## config.mk

```make
export PLATFORM = sky130hd
export DESIGN_NAME = hps_top
export DESIGN_NICKNAME = d
export VERILOG_FILES = /design/src/common/hps_pkg.sv /design/src/hw/hps_sync.sv /design/src/hw/hps_top.sv
export SDC_FILE = /design/constraint.sdc
export NUM_CORES = 1
export LEC_CHECK = 0
export ABC_CLOCK_PERIOD_IN_PS = 3600
export BUFFER_PORTS_ARGS = -buffer_cell sky130_fd_sc_hd__buf_4
export CORE_MARGIN = 1
export CORE_UTILIZATION = 40
export DETAILED_ROUTE_END_ITERATION = 10
export SYNTH_ARGS = -nofsm -noshare
export SYNTH_HDL_FRONTEND = slang
export SYNTH_SLANG_ARGS = --single-unit
```

## constraint.sdc

```tcl
create_clock -name sys_clk -period 3.6 [get_ports sys_clk]
set_clock_uncertainty 0.15 [all_clocks]
set_input_delay 0.18 -clock sys_clk [delete_from_list [all_inputs] [get_ports sys_clk]]
set_output_delay 0.18 -clock sys_clk [all_outputs]
set_load 0.03 [all_outputs]
```

## src/common/hps_pkg.sv

```systemverilog
package hps_pkg;

    // register word offsets on the wishbone side
    localparam logic [7:0] WB_CTRL_OFS = 8'h00;
    localparam logic [7:0] WB_STATUS_OFS = 8'h04;
    localparam logic [7:0] WB_GPIO_OFS = 8'h08;
    localparam logic [7:0] WB_INDEX_OFS = 8'h0c;

    // control register fields
    localparam int CTRL_WAIT_HI_BIT = 0;
    localparam int CTRL_WAIT_PP_BIT = 1;
    localparam int CTRL_WORD_HI_BIT = 2;
    localparam int CTRL_STB_HI_BIT = 3;
    localparam logic [3:0] CTRL_RESET = 4'h0;

    // general io: bit 0 high keeps the phy powered down
    localparam logic [6:0] GPIO_RESET = 7'h01;
    localparam logic [6:0] GPIO_OUT_MASK = 7'h71;

    // host decode
    localparam logic [9:0] IO_BASE_ORIGIN = 10'h300;
    localparam int IO_BASE_SHIFT = 4;
    localparam logic [7:0] MEM_CMD_FIRST = 8'hf0;

    // bus width codes {wake strap, eeprom data strap}
    localparam logic [1:0] BW_16 = 2'h0;
    localparam logic [1:0] BW_32 = 2'h1;
    localparam logic [1:0] BW_8 = 2'h2;

    // ready time after power-on reset release
    localparam int CLK_MHZ = 50;
    localparam int READY_TIME_NS = 5000;
    localparam int READY_CYCLES = (READY_TIME_NS * CLK_MHZ + 999) / 1000;

    typedef enum logic {
        HPS_IDLE,
        HPS_BUSY
    } hps_state_e;

endpackage

```

## src/hw/hps_sync.sv

```systemverilog
`timescale 1ns/1ps
`default_nettype none

module hps_sync #(
    parameter int W = 1,
    parameter logic [W-1:0] RST_VAL = '0
) (
    input wire logic sys_clk,
    input wire logic rst,
    input wire logic [W-1:0] din,
    output logic [W-1:0] dout
);
    logic [W-1:0] meta;

    // first stage feeds only the second stage
    for (genvar i = 0; i < W; i++) begin : g_bit
        always_ff @(posedge sys_clk) begin
            if (rst) begin
                meta[i] <= RST_VAL[i];
                dout[i] <= RST_VAL[i];
            end else begin
                meta[i] <= din[i];
                dout[i] <= meta[i];
            end
        end
    end
endmodule // hps_sync

`default_nettype wire

```

## src/hw/hps_top.sv

```systemverilog
// Added by the designer: the Wishbone register port and the register addresses.
`timescale 1ns/1ps
`default_nettype none

// Summary of operation
// - selected only with addr 9,8 high, addr 7 and aen low, 6..4 equal base strap.
// - io base is base strap times 10h plus 300h; base strap ignored in 32-bit mode.
// - port select high means data port, low means index port.
// - command issued while previous busy asserts wait; default low-active open drain.
// - word indication asserted for 16 or 32 bit memory access, low-active by default.
// - dword mode uses a pin for 32-bit indication; upper data lanes become active.
// - wake and eeprom data straps pick width: 00 16-bit, 01 32-bit, 10 8-bit.
// - management clock strap high makes interrupt low-active; dword strap in dword mode.
// - interrupt output type strap 1 gives open collector, 0 push-pull.
// - eeprom select strap high picks led mode 1, else mode 0.
// - duplex led low for full duplex in mode 1, for 10M in mode 0.
// - link led shows link without carrier in mode 1, carrier only in mode 0.
// - speed led low at 100M, floating at 10M.
// - link output strap high selects reverse mii, else normal mii.
// - transmit data 3 strap forces external mii, not in 32-bit mode.
// - transmit enable strap skips eeprom load after power-on reset.
// - phy power-up strap: 1 powered up, 0 powered down after power-on.
// - crossover strap 0 enables automatic crossover, 1 disables it.
// - general io 1..3 inputs, 0 and 4..6 outputs, io 0 defaults high.
// - low power-on reset initialises; ready 5us after release; no earlier access.
// - high hardware reset input resets the device.
// - clock source select 0 uses internal 50MHz, 1 uses 20MHz pin.
module hps_top (
    input wire logic sys_clk,
    input wire logic rst,
    input wire logic power_on_reset_n,
    input wire logic [5:0] host_addr_upper,
    input wire logic host_aen,
    input wire logic host_rd_strobe_n,
    input wire logic host_wr_strobe_n,
    input wire logic host_cmd,
    input wire logic [31:0] host_data_in,
    output logic [31:0] host_data_out,
    output logic host_data_lo_oe_n,
    output logic host_data_hi_oe_n,
    output logic cmd_wait_out,
    output logic cmd_wait_oe_n,
    output logic word_access_ind,
    output logic dword_access_ind,
    output logic dword_access_oe_n,
    input wire logic irq_req,
    output logic irq_out,
    output logic irq_oe_n,
    output logic [7:0] reg_idx,
    output logic reg_rd,
    output logic reg_wr,
    output logic [31:0] reg_wdata,
    input wire logic [31:0] reg_rdata,
    input wire logic reg_done,
    input wire logic [2:0] base_strap,
    input wire logic mdc_strap,
    input wire logic dword_ind_strap,
    input wire logic eeprom_dout_strap,
    input wire logic wake_strap,
    input wire logic eeprom_select_strap,
    input wire logic link_out_strap,
    input wire logic txd3_strap,
    input wire logic txen_strap,
    input wire logic phy_powerup_strap,
    input wire logic irq_type_strap,
    input wire logic crossover_strap,
    input wire logic sysclk_source_sel,
    input wire logic phy_full_duplex,
    input wire logic phy_speed100,
    input wire logic phy_link,
    input wire logic phy_carrier,
    output logic led_drive_out,
    output logic speed_led_oe_n,
    output logic duplex_led_oe_n,
    output logic link_activity_led_oe_n,
    input wire logic [6:0] general_io_in,
    output logic [6:0] general_io_out,
    output logic [6:0] general_io_oe_n,
    output logic [9:0] io_base,
    output logic [1:0] bus_width,
    output logic reverse_mii,
    output logic ext_mii_force,
    output logic eeprom_load_skip,
    output logic phy_power_up,
    output logic auto_crossover_en,
    output logic clk_src_sel,
    output logic device_ready,
    input wire logic wb_cyc_i,
    input wire logic wb_stb_i,
    input wire logic wb_we_i,
    input wire logic [7:0] wb_adr_i,
    input wire logic [3:0] wb_sel_i,
    input wire logic [31:0] wb_dat_i,
    output logic [31:0] wb_dat_o,
    output logic wb_ack_o
);
    typedef struct packed {
        hps_pkg::hps_state_e state;
        logic served;
        logic is_read;
        logic [7:0] idx;
        logic [31:0] rdata;
        logic reg_rd;
        logic reg_wr;
        logic [31:0] reg_wdata;
        logic strap_taken;
        logic [2:0] base;
        logic [1:0] bw;
        logic irq_lo;
        logic irq_od;
        logic led_mode1;
        logic rev_mii;
        logic ext_mii;
        logic ee_skip;
        logic phy_up;
        logic xover_en;
        logic [9:0] io_base;
        logic clk_src;
        logic [7:0] ready_cnt;
        logic ready;
        logic [3:0] ctrl;
        logic [6:0] gpio;
        logic wb_ack;
        logic [31:0] wb_dat;
        logic cmd_wait;
        logic cmd_wait_oe_n;
        logic word_ind;
        logic dword_ind;
        logic dword_oe_n;
        logic [31:0] data_out;
        logic data_lo_oe_n;
        logic data_hi_oe_n;
        logic irq_out;
        logic irq_oe_n;
        logic spd_oe_n;
        logic dup_oe_n;
        logic lnk_oe_n;
    } hps_state_s;

    hps_state_s s;
    hps_state_s next_s;

    logic por_n_s;
    logic [9:0] host_s;
    logic [31:0] data_s;
    logic [13:0] strap_s;
    logic [6:0] gpio_s;

    hps_sync #(.W(1), .RST_VAL(1'b0)) u_por (
        .sys_clk(sys_clk), .rst(rst), .din(power_on_reset_n), .dout(por_n_s)
    );
    hps_sync #(.W(10), .RST_VAL(10'h00e)) u_host (
        .sys_clk(sys_clk), .rst(rst),
        .din({host_addr_upper, host_aen, host_rd_strobe_n, host_wr_strobe_n, host_cmd}),
        .dout(host_s)
    );
    hps_sync #(.W(32), .RST_VAL(32'h0)) u_data (
        .sys_clk(sys_clk), .rst(rst), .din(host_data_in), .dout(data_s)
    );
    hps_sync #(.W(14), .RST_VAL(14'h0)) u_strap (
        .sys_clk(sys_clk), .rst(rst),
        .din({base_strap, mdc_strap, dword_ind_strap, eeprom_dout_strap, wake_strap,
              eeprom_select_strap, link_out_strap, txd3_strap, txen_strap,
              phy_powerup_strap, irq_type_strap, crossover_strap}),
        .dout(strap_s)
    );
    hps_sync #(.W(7), .RST_VAL(7'h0)) u_gpio (
        .sys_clk(sys_clk), .rst(rst), .din(general_io_in), .dout(gpio_s)
    );

    logic rst_any;
    logic [5:0] a_s;
    logic aen_s, rd_n_s, wr_n_s, cmd_s;
    logic [2:0] st_base;
    logic st_mdc, st_dw, st_eeprom_dout_strap, st_wake, st_eeprom_select_strap, st_link, st_txd3, st_txen;
    logic st_phy, st_irqt, st_xo, clk_sel_s;
    logic rd_act, wr_act, host_sel, act_sel, wait_on, mem_acc, drv_rd;
    logic [1:0] bw_now;
    logic [31:0] wb_rd_mux;
    logic wb_req;

    // hardware reset high or power-on reset low both initialise the state register s; only hardware reset clears the synchronisers
    // reset merge
    assign rst_any = rst | ~por_n_s;
    assign {a_s, aen_s, rd_n_s, wr_n_s, cmd_s} = host_s;
    assign {st_base, st_mdc, st_dw, st_eeprom_dout_strap, st_wake, st_eeprom_select_strap, st_link, st_txd3,
            st_txen, st_phy, st_irqt, st_xo} = strap_s;
    // clock source select is not a latched strap; synced and followed live
    logic sysclk_source_sel_s;
    hps_sync #(.W(1), .RST_VAL(1'b0)) u_clksel (
        .sys_clk(sys_clk), .rst(rst), .din(sysclk_source_sel), .dout(sysclk_source_sel_s)
    );
    assign clk_sel_s = sysclk_source_sel_s;

    assign bw_now = {st_wake, st_eeprom_dout_strap};
    assign rd_act = s.ctrl[hps_pkg::CTRL_STB_HI_BIT] ? rd_n_s : ~rd_n_s;
    assign wr_act = s.ctrl[hps_pkg::CTRL_STB_HI_BIT] ? wr_n_s : ~wr_n_s;
    // address decode; accesses before ready are ignored
    assign host_sel = (a_s[5:4] == 2'h3) && !a_s[3] && !aen_s
        && (a_s[2:0] == s.base) && s.ready;
    assign act_sel = (rd_act | wr_act) & host_sel;
    // wait while not yet served or still busy
    assign wait_on = act_sel & (~s.served | (s.state == hps_pkg::HPS_BUSY));
    assign mem_acc = act_sel & cmd_s & (s.idx >= hps_pkg::MEM_CMD_FIRST);
    assign drv_rd = rd_act & host_sel & s.served & (s.state == hps_pkg::HPS_IDLE);
    assign wb_req = wb_cyc_i & wb_stb_i & ~s.wb_ack;

    always_comb begin
        case (wb_adr_i)
            hps_pkg::WB_CTRL_OFS: wb_rd_mux = {28'h0, s.ctrl};
            hps_pkg::WB_STATUS_OFS: wb_rd_mux = {16'h0, s.ready, s.clk_src, s.xover_en,
                s.phy_up, s.ee_skip, s.ext_mii, s.rev_mii, s.led_mode1, s.irq_od,
                s.irq_lo, s.bw, s.base, s.strap_taken};
            hps_pkg::WB_GPIO_OFS: wb_rd_mux = {25'h0,
                (s.gpio & hps_pkg::GPIO_OUT_MASK) | (gpio_s & ~hps_pkg::GPIO_OUT_MASK)};
            hps_pkg::WB_INDEX_OFS: wb_rd_mux = {24'h0, s.idx};
            default: wb_rd_mux = 32'h0;
        endcase
    end

    always_comb begin
        next_s = s;
        next_s.reg_rd = 1'b0;
        next_s.reg_wr = 1'b0;
        next_s.wb_ack = wb_req;
        next_s.wb_dat = wb_req ? wb_rd_mux : 32'h0;
        if (wb_req && wb_we_i && wb_sel_i[0]) begin
            if (wb_adr_i == hps_pkg::WB_CTRL_OFS) begin
                next_s.ctrl = wb_dat_i[3:0];
            end
            if (wb_adr_i == hps_pkg::WB_GPIO_OFS) begin
                next_s.gpio = wb_dat_i[6:0];
            end
        end

        // latch straps once after reset release
        if (!s.strap_taken) begin
            next_s.strap_taken = 1'b1;
            next_s.bw = bw_now;
            // base strap unused in 32-bit mode
            next_s.base = (bw_now == hps_pkg::BW_32) ? 3'h0 : st_base;
            next_s.io_base = hps_pkg::IO_BASE_ORIGIN
                + (10'((bw_now == hps_pkg::BW_32) ? 3'h0 : st_base) << hps_pkg::IO_BASE_SHIFT);
            next_s.irq_lo = (bw_now == hps_pkg::BW_32) ? st_dw : st_mdc;
            next_s.irq_od = st_irqt;
            next_s.led_mode1 = st_eeprom_select_strap;
            next_s.rev_mii = st_link;
            next_s.ext_mii = st_txd3 & (bw_now != hps_pkg::BW_32);
            next_s.ee_skip = st_txen;
            next_s.phy_up = st_phy;
            next_s.xover_en = ~st_xo;
        end
        next_s.clk_src = clk_sel_s;

        if (!s.ready) begin
            next_s.ready_cnt = s.ready_cnt + 8'h1;
            next_s.ready = (s.ready_cnt == 8'(hps_pkg::READY_CYCLES - 1));
        end

        if (!(rd_act | wr_act)) begin
            next_s.served = 1'b0;
        end
        case (s.state)
            hps_pkg::HPS_IDLE: begin
                if (act_sel && !s.served) begin
                    next_s.served = 1'b1;
                    if (!cmd_s) begin
                        if (wr_act) begin
                            next_s.idx = data_s[7:0];
                        end
                        next_s.rdata = {24'h0, s.idx};
                    end else begin
                        next_s.is_read = rd_act;
                        next_s.reg_rd = rd_act;
                        next_s.reg_wr = ~rd_act;
                        next_s.reg_wdata = data_s;
                        next_s.state = hps_pkg::HPS_BUSY;
                    end
                end
            end
            hps_pkg::HPS_BUSY: begin
                if (reg_done) begin
                    next_s.state = hps_pkg::HPS_IDLE;
                    if (s.is_read) begin
                        next_s.rdata = reg_rdata;
                    end
                end
            end
            default: next_s.state = hps_pkg::HPS_IDLE;
        endcase

        next_s.cmd_wait = wait_on ~^ s.ctrl[hps_pkg::CTRL_WAIT_HI_BIT];
        next_s.cmd_wait_oe_n = s.ctrl[hps_pkg::CTRL_WAIT_PP_BIT] ? 1'b0 : next_s.cmd_wait;
        next_s.word_ind = (mem_acc && (s.bw == hps_pkg::BW_16 || s.bw == hps_pkg::BW_32))
            ~^ s.ctrl[hps_pkg::CTRL_WORD_HI_BIT];
        // dword indication only in dword mode
        next_s.dword_ind = (mem_acc && s.bw == hps_pkg::BW_32)
            ~^ s.ctrl[hps_pkg::CTRL_WORD_HI_BIT];
        next_s.dword_oe_n = (s.bw != hps_pkg::BW_32);
        // upper lanes driven only in dword mode; 8-bit mode masks byte lanes
        next_s.data_out = (s.bw == hps_pkg::BW_8) ? {24'h0, s.rdata[7:0]} : s.rdata;
        next_s.data_lo_oe_n = ~drv_rd;
        next_s.data_hi_oe_n = ~(drv_rd && s.bw == hps_pkg::BW_32);
        next_s.irq_out = irq_req ^ s.irq_lo;
        next_s.irq_oe_n = s.irq_od ? next_s.irq_out : 1'b0;
        next_s.spd_oe_n = ~phy_speed100;
        next_s.dup_oe_n = s.led_mode1 ? ~phy_full_duplex : phy_speed100;
        // link activity led; carrier blanks the link light in mode 1
        next_s.lnk_oe_n = s.led_mode1 ? ~(phy_link & ~phy_carrier) : ~phy_carrier;

        if (rst_any) begin
            next_s = '0;
            next_s.ctrl = hps_pkg::CTRL_RESET;
            next_s.gpio = hps_pkg::GPIO_RESET;
            next_s.cmd_wait = 1'b1;
            next_s.cmd_wait_oe_n = 1'b1;
            next_s.word_ind = 1'b1;
            next_s.dword_ind = 1'b1;
            next_s.dword_oe_n = 1'b1;
            next_s.data_lo_oe_n = 1'b1;
            next_s.data_hi_oe_n = 1'b1;
            next_s.irq_oe_n = 1'b1;
            next_s.spd_oe_n = 1'b1;
            next_s.dup_oe_n = 1'b1;
            next_s.lnk_oe_n = 1'b1;
        end
    end

    always_ff @(posedge sys_clk) begin
        s <= next_s;
    end

    assign host_data_out = s.data_out;
    assign host_data_lo_oe_n = s.data_lo_oe_n;
    assign host_data_hi_oe_n = s.data_hi_oe_n;
    assign cmd_wait_out = s.cmd_wait;
    assign cmd_wait_oe_n = s.cmd_wait_oe_n;
    assign word_access_ind = s.word_ind;
    assign dword_access_ind = s.dword_ind;
    assign dword_access_oe_n = s.dword_oe_n;
    assign irq_out = s.irq_out;
    assign irq_oe_n = s.irq_oe_n;
    assign reg_idx = s.idx;
    assign reg_rd = s.reg_rd;
    assign reg_wr = s.reg_wr;
    assign reg_wdata = s.reg_wdata;
    assign led_drive_out = s.reg_rd & 1'b0;
    assign speed_led_oe_n = s.spd_oe_n;
    assign duplex_led_oe_n = s.dup_oe_n;
    assign link_activity_led_oe_n = s.lnk_oe_n;
    // fixed directions, io 0 high after reset
    assign general_io_out = s.gpio & hps_pkg::GPIO_OUT_MASK;
    assign general_io_oe_n = ~hps_pkg::GPIO_OUT_MASK;
    assign io_base = s.io_base;
    assign bus_width = s.bw;
    assign reverse_mii = s.rev_mii;
    assign ext_mii_force = s.ext_mii;
    assign eeprom_load_skip = s.ee_skip;
    assign phy_power_up = s.phy_up;
    assign auto_crossover_en = s.xover_en;
    assign clk_src_sel = s.clk_src;
    assign device_ready = s.ready;
    assign wb_dat_o = s.wb_dat;
    assign wb_ack_o = s.wb_ack;
endmodule // hps_top

`default_nettype wire

```

==> impl_metrics.json, run 1 <==
{
  "use_met3_pct": 3.78,
  "critPathLaunchType": "flip-flop",
  "start_util_pct": 40.7,
  "die_area_sq_mm": 0.0263,
  "cp.arrival_ns": 2.91,
  "nNetsFinal": 1419,
  "wirelength_mm": 22.2,
  "rsz0062_at_grt": "false",
  "worstMarginPinSlew_ns": 1.04,
  "cts_tree": "yes",
  "drc": 0,
  "fmax_mhz": 387,
  "io_pins": 305,
  "ys_ff_latch": 293,
  "clock_sinks": 293,
  "met2_usage_pct": 27.6,
  "cts_setup_buffers": 0,
  "p_leak_uw": 0.00572,
  "ys.flop_type": "dfxtp_1",
  "critical_path.max_fanout": 9,
  "die_h_microns": 162,
  "numCtsBuffers": 30,
  "netlist_instances": 1016,
  "fill_cells": 2245,
  "first_pass_iters": 4,
  "port_buffers": 240,
  "die_x_microns": 162,
  "vias_per_cell": 4.36,
  "drtAntennaViolNets": 0,
  "grt_first_pass_wirelength_mm": 35.0,
  "dp_hpwl_mm": 14.1,
  "finalSetupViolCount": 0,
  "dr.first_iter.drc_count": 398,
  "syn_area_per_cell_sq_um": 10.1,
  "setup_slack_ns": 1.01,
  "power_density_mw_per_mm2": 488,
  "hold_path_class": "primary input to flip-flop",
  "cts_buffer_depth": 3,
  "htree_num_levels": 1,
  "dp_slack_ns": 1.03,
  "status": "completed",
  "grt_use_met1_pct": 21.2,
  "clk_pin_slew_worst_paths_ns": 0.06,
  "cap_violations": 0,
  "netlist_area_sq_mm": 0.0102,
  "antenna_found_initial": 3,
  "period_share_pct": 71.9,
  "fin_crit_ns": 2.59,
  "fp-row-count": 58,
  "cts_root_buffer": "clkbuf_16",
  "fin_tns_setup_ns": 0,
  "cp.required_ns": 3.92,
  "max-slew-margin-rel_pct": 30.5,
  "vias": 7046,
  "synth-async-reset-ratio_pct": 0,
  "grt-busiest-layer": "met2",
  "grt_max_degree": 105,
  "yosys.cell_types.count": 42,
  "synth-seq-area-share_pct": 57.2,
  "hold_viol": 0,
  "wl_per_cell_microns": 13.7,
  "drive_gt1_share_pct": 24.1,
  "gp_congestion": 0.790,
  "slew_violations": 0,
  "cp-end-kind": "flip-flop",
  "area_delta_synth_final_pct": 32.8,
  "vdd_ir_drop_max_uv": 345,
  "insertion_delay_ns": 0.53,
  "grt_pass1_vias": 6581,
  "path_class": "flip-flop to flip-flop",
  "synth_edf_count": 0,
  "overflow": 0,
  "grt_use_total_pct": 16.6,
  "yosys_warnings": 0,
  "core_sq_mm": 0.0252
}
-- per-stage QoR --
stage                     hold WS, ns  total power, uW  std cells  area (sq um)  util (%)
final                          0.0207             6640       1617         13600      54.0
after global routing           0.0918             6920       1617         13600      54.0
after CTS                      0.0134             6730       1614         13600      54.0
after detailed placement        0.216             3680       1441         11400      45.4
after global placement          0.203             3670       1441         11400      45.4
after floorplan                0.0919             3580       1046         10400         -
-- synth_stat cells (all sizes together) (7+ instances only) --
master / number / share of area, %
nor2: 47 / 1.7
inv: 7 / 0.26
clkbuf: 45 / 1.6
and2: 42 / 2.6
o21ai: 25 / 1.2
nor2b: 124 / 7.6
xor2: 7 / 0.60
nand2: 98 / 3.6
nand3: 18 / 1.0
buf: 139 / 10
dfxtp: 293 / 57
or3: 7 / 0.43
mux2i: 20 / 2.0
a22o: 24 / 2.1
a21oi: 56 / 2.7
o31ai: 8 / 0.59
-- path summary, 6_finish.rpt --
check,endpoint,cells after the start,start,slack [ns]
min reg2reg,u_host.dout[2],1,u_host.meta[2],0.26
max reg2reg,wb_dat_o[7],6,wb_ack_o,1.01
min,wb_dat_o[3],4,wb_adr_i[6],0.02
max,wb_dat_o[7],6,wb_ack_o,1.01
-- critical path: stages, from the launching register on --
cell	delay, ns
dfxtp_1	0.31
nand3b_1	0.19
dlygate4sd3_1	0.58
nor2_1	0.13
nand3_1	0.32
nor3b_1	0.28
dlygate4sd3_1	0.57
-- placed cells by master, fill, tap and decap left out, drive strengths merged, types with 7 or more instances in the layout --
master       instances
or3                  7
clkbuf              46
dlygate4sd3        122
a21oi               56
nand2               98
o31ai                8
buf                249
o21ai               25
nand3               18
a22o                24
mux2i               20
conb                32
nor2b              124
nor2                47
inv                  7
xor2                 7
dfxtp              293
and2                42
-- registers in the layout, indices dropped and copies added (netlist names), 14 cells and up --
| name | cells |
|---|---|
| u_data.meta | 32 |
| u_strap.dout | 14 |
| u_data.dout | 32 |
| s | 53 |
| reg_wdata | 32 |
| u_strap.meta | 14 |
| wb_dat_o | 16 |
| host_data_out | 32 |
-- final cells by class --
class / instances / area, sq um / area share (%)
Sequential cell: 293 / 5870 / 43.1
Multi-Input combinational cell: 562 / 3260 / 24.0
Timing Repair Buffer: 371 / 3090 / 22.7
Clock buffer: 46 / 912 / 6.70
Tap cell: 330 / 413 / 3.03
Clock inverter: 5 / 32.5 / 0.239
Inverter: 7 / 26.3 / 0.193
Antenna cell: 3 / 7.51 / 0.0552
-- what timing repair did --
item,CTS,global route
setup endpoints to repair,0,0
endpoints found under the hold margin,124,0
hold buffers,122,0
resized for setup,0,0
-- power breakdown --
group	internal (uW)	leakage (uW)	total (uW)	switching, uW
combinational	222	0.00287	382	160
clock	1730	0.000456	2930	1200
sequential	3310	0.00239	3330	21.3
total	5260	0.00572	6640	1380
-- per-layer routing --
metal  part of all wire (%)  routed length (microns)
met2                     46                    10300
met4                    1.8                      409
met3                    6.8                     1510
met1                     45                     9970
met5                      0                        0
-- cells by family (layout without fill, tap and decap cells) --
group / after synthesis / in the layout / synth area share (%)
other: 2 / 35 / 0.0733
buffers and inverters: 191 / 429 / 12.1
AND/OR/NAND/NOR: 375 / 375 / 19.6
adder cells (fa/ha/maj): 2 / 2 / 0.244
flip-flops: 293 / 293 / 57.2
AO/OA/AOI/OAI: 116 / 116 / 6.81
multiplexers: 24 / 24 / 2.83
XOR/XNOR: 13 / 13 / 1.11
Note: power is estimated with default switching activity, not from simulation.
==> inputs of run 2 (changes only) <==
--- a/config.mk
+++ b/config.mk
@@ -5,7 +5,7 @@
 export SDC_FILE = /design/constraint.sdc
 export NUM_CORES = 1
 export LEC_CHECK = 0
-export ABC_CLOCK_PERIOD_IN_PS = 3600
+export ABC_CLOCK_PERIOD_IN_PS = 2600
 export BUFFER_PORTS_ARGS = -buffer_cell sky130_fd_sc_hd__buf_4
 export CORE_MARGIN = 1
 export CORE_UTILIZATION = 40
==> constraint.sdc (replaced) <==
create_clock -name sys_clk -period 2.6 [get_ports sys_clk]
set_clock_uncertainty 0.15 [all_clocks]
set_input_delay 0.13 -clock sys_clk [delete_from_list [all_inputs] [get_ports sys_clk]]
set_output_delay 0.13 -clock sys_clk [all_outputs]
set_load 0.03 [all_outputs]
==> run 2 against run 1 <==
  * Clock power is 52% higher
  * Critical path depth did not move
  * Critical endpoint unchanged
  * Final area grew 3.0%
  * Worst hold slack improved by 0.028 ns
  * Largest power group unchanged
  * Non-clock buffer count grew 32
  * Global-route usage is 0.57 points higher
  * Clock-buffer cell count fell by 5
  * Maximum frequency grew 5.1%
  * Cell count rose by 2.1%
  * Sequential cell count did not move
  * Via count grew 2.7%
  * Core utilization up 1.6 points
  * Largest cell class unchanged
==> impl_metrics.json, run 2 (same netlist as run 1, synthesis figures left out) <==
{
  "status": "completed",
  "area_delta_synth_final_pct": 36.8,
  "die_h_microns": 162,
  "slew_violations": 0,
  "rsz0062_at_grt": "false",
  "hold_viol": 0,
  "critical_path.max_fanout": 6,
  "cp_num_buf_inv": 2,
  "vias": 7233,
  "p_leak_uw": 0.00596,
  "fmax_mhz": 406,
  "period_share_pct": 94.7,
  "worstMarginPinSlew_ns": 0.785,
  "drc": 0,
  "cpMaxStageDelayCell": "dlygate4sd3_1",
  "die_x_microns": 162,
  "port_buffers": 240,
  "vdd_ir_drop_max_uv": 435,
  "cts_tree": "yes",
  "path_cells": "nand3b_1 > dlygate4sd3_1 > nor2_1 > nand3_1 > nor3b_1 > dlygate4sd3_1",
  "drive_gt1_share_pct": 24.9,
  "power_density_mw_per_mm2": 685,
  "wirelength_mm": 22.6,
  "cts_setup_buffers": 0,
  "die_area_sq_mm": 0.0263,
  "area.sequential_sq_mm": 0.00587,
  "insertion_delay_ns": 0.55,
  "dp_slack_ns": 0.328,
  "first_pass_iters": 4,
  "max-slew-margin-rel_pct": 47.7,
  "io_pins": 305,
  "dpl_cell_area_sq_mm": 0.0115,
  "largest_register": "s",
  "cp.arrival_ns": 2.80,
  "antenna_found_initial": 2,
  "mostFrequentLayoutCells": "dfxtp_1 (292), buf_4 (259), dlygate4sd3_1 (143)",
  "clock_sinks": 293,
  "cts_buffer_depth": 3,
  "fin_crit_ns": 2.46,
  "multi_input_area_sq_mm": 0.00326,
  "htree_num_levels": 1,
  "fin_tns_setup_ns": 0,
  "cpMostUsedCell": "dlygate4sd3_1",
  "crit_path_max_incr_delay_ns": 0.58,
  "cts_root_buffer": "clkbuf_16",
  "largest_register_ffs": 53,
  "hold_path_class": "primary input to flip-flop",
  "grt_use_total_pct": 17.1,
  "reg2reg_slack_ns": 0.14,
  "cap_violations": 0,
  "setup_slack_ns": 0.138,
  "drtAntennaViolNets": 0,
  "grt_max_degree": 82,
  "post-route-util_pct": 55.7,
  "dp_hpwl_mm": 14.3,
  "fill_cells": 2203,
  "dr.first_iter.drc_count": 431,
  "clk_pin_slew_worst_paths_ns": 0.06,
  "fp-row-count": 58,
  "core_sq_mm": 0.0252,
  "critPathLaunchType": "flip-flop",
  "crit_family": "buffers and inverters",
  "path_class": "flip-flop to flip-flop",
  "final_common_cell": "dfxtp_1",
  "overflow": 0,
  "vias_per_cell": 4.38,
  "grt_first_pass_wirelength_mm": 36.1,
  "grt_pass1_vias": 7044,
  "numCtsBuffers": 30,
  "gp_congestion": 0.817,
  "cp-end-kind": "flip-flop",
  "wl_per_cell_microns": 13.7,
  "start_util_pct": 40.7,
  "nNetsFinal": 1451,
  "design_area_sq_mm": 0.0140,
  "finalSetupViolCount": 0,
  "cp.required_ns": 2.94
}
[run 2: cell count changes in the layout (fill, tap and decap cells not counted), sizes merged, moves of 3 or more]
cell,previous run,this run
buf,249,259
dlygate4sd3,122,143
bufinv,0,3
clkinv,2,6
clkbuf,46,41
[run 2: cell type report]
| cell class | count | area share (%) |
|---|---|---|
| Tap cell | 330 | 2.94 |
| Antenna cell | 2 | 0.0357 |
| Multi-Input combinational cell | 562 | 23.3 |
| Timing Repair Buffer | 403 | 24.2 |
| Inverter | 7 | 0.187 |
| Sequential cell | 293 | 41.8 |
| Clock inverter | 13 | 1.19 |
| Clock buffer | 41 | 6.36 |
[run 2: worst paths after layout]
kind                                  endpoint           start  cells after the start
worst max-delay path               wb_dat_o[7]        wb_ack_o                      6
worst min-delay path                     s[84]     wb_adr_i[7]                      7
worst max register to register     wb_dat_o[7]        wb_ack_o                      6
worst min register to register  u_host.dout[3]  u_host.meta[3]                      1
[run 2: through the flow]
stage,total power (uW),instances,hold WS [ns]
floorplan,4950,1046,0.0419
global placement,5090,1451,0.152
detailed placement,5090,1451,0.159
CTS,9720,1649,0.0216
global route,9960,1651,0.0741
finish,9600,1651,0.0485
[run 2: metal layers]
layer  vias to the layer above  share of wire (%)  track usage, %
li1                       3688                  -               -
met1                      3264                 45            21.3
met2                       242                 47            29.6
met3                        39                6.6            3.60
met4                         0                2.1            5.23
met5                         -                  0               0
[run 2: timing repair]
item                                   in CTS  in global routing
endpoints found under the hold margin     141                  0
setup endpoints to repair                   0                  4
hold buffers                              144                  0
gates resized for setup                     0                  1
[run 2: report_power, final]
| part | switching, uW | total, uW | internal [uW] |
|---|---|---|---|
| clock | 1750 | 4440 | 2690 |
| sequential | 27.5 | 4610 | 4580 |
| combinational | 226 | 549 | 323 |
[run 2: worst reg2reg max path, cell delays in order (launching register included)]
cell	delay [ns]
dfxtp_1	0.31
nand3b_1	0.19
dlygate4sd3_1	0.58
nor2_1	0.11
nand3_1	0.26
nor3b_1	0.25
dlygate4sd3_1	0.56
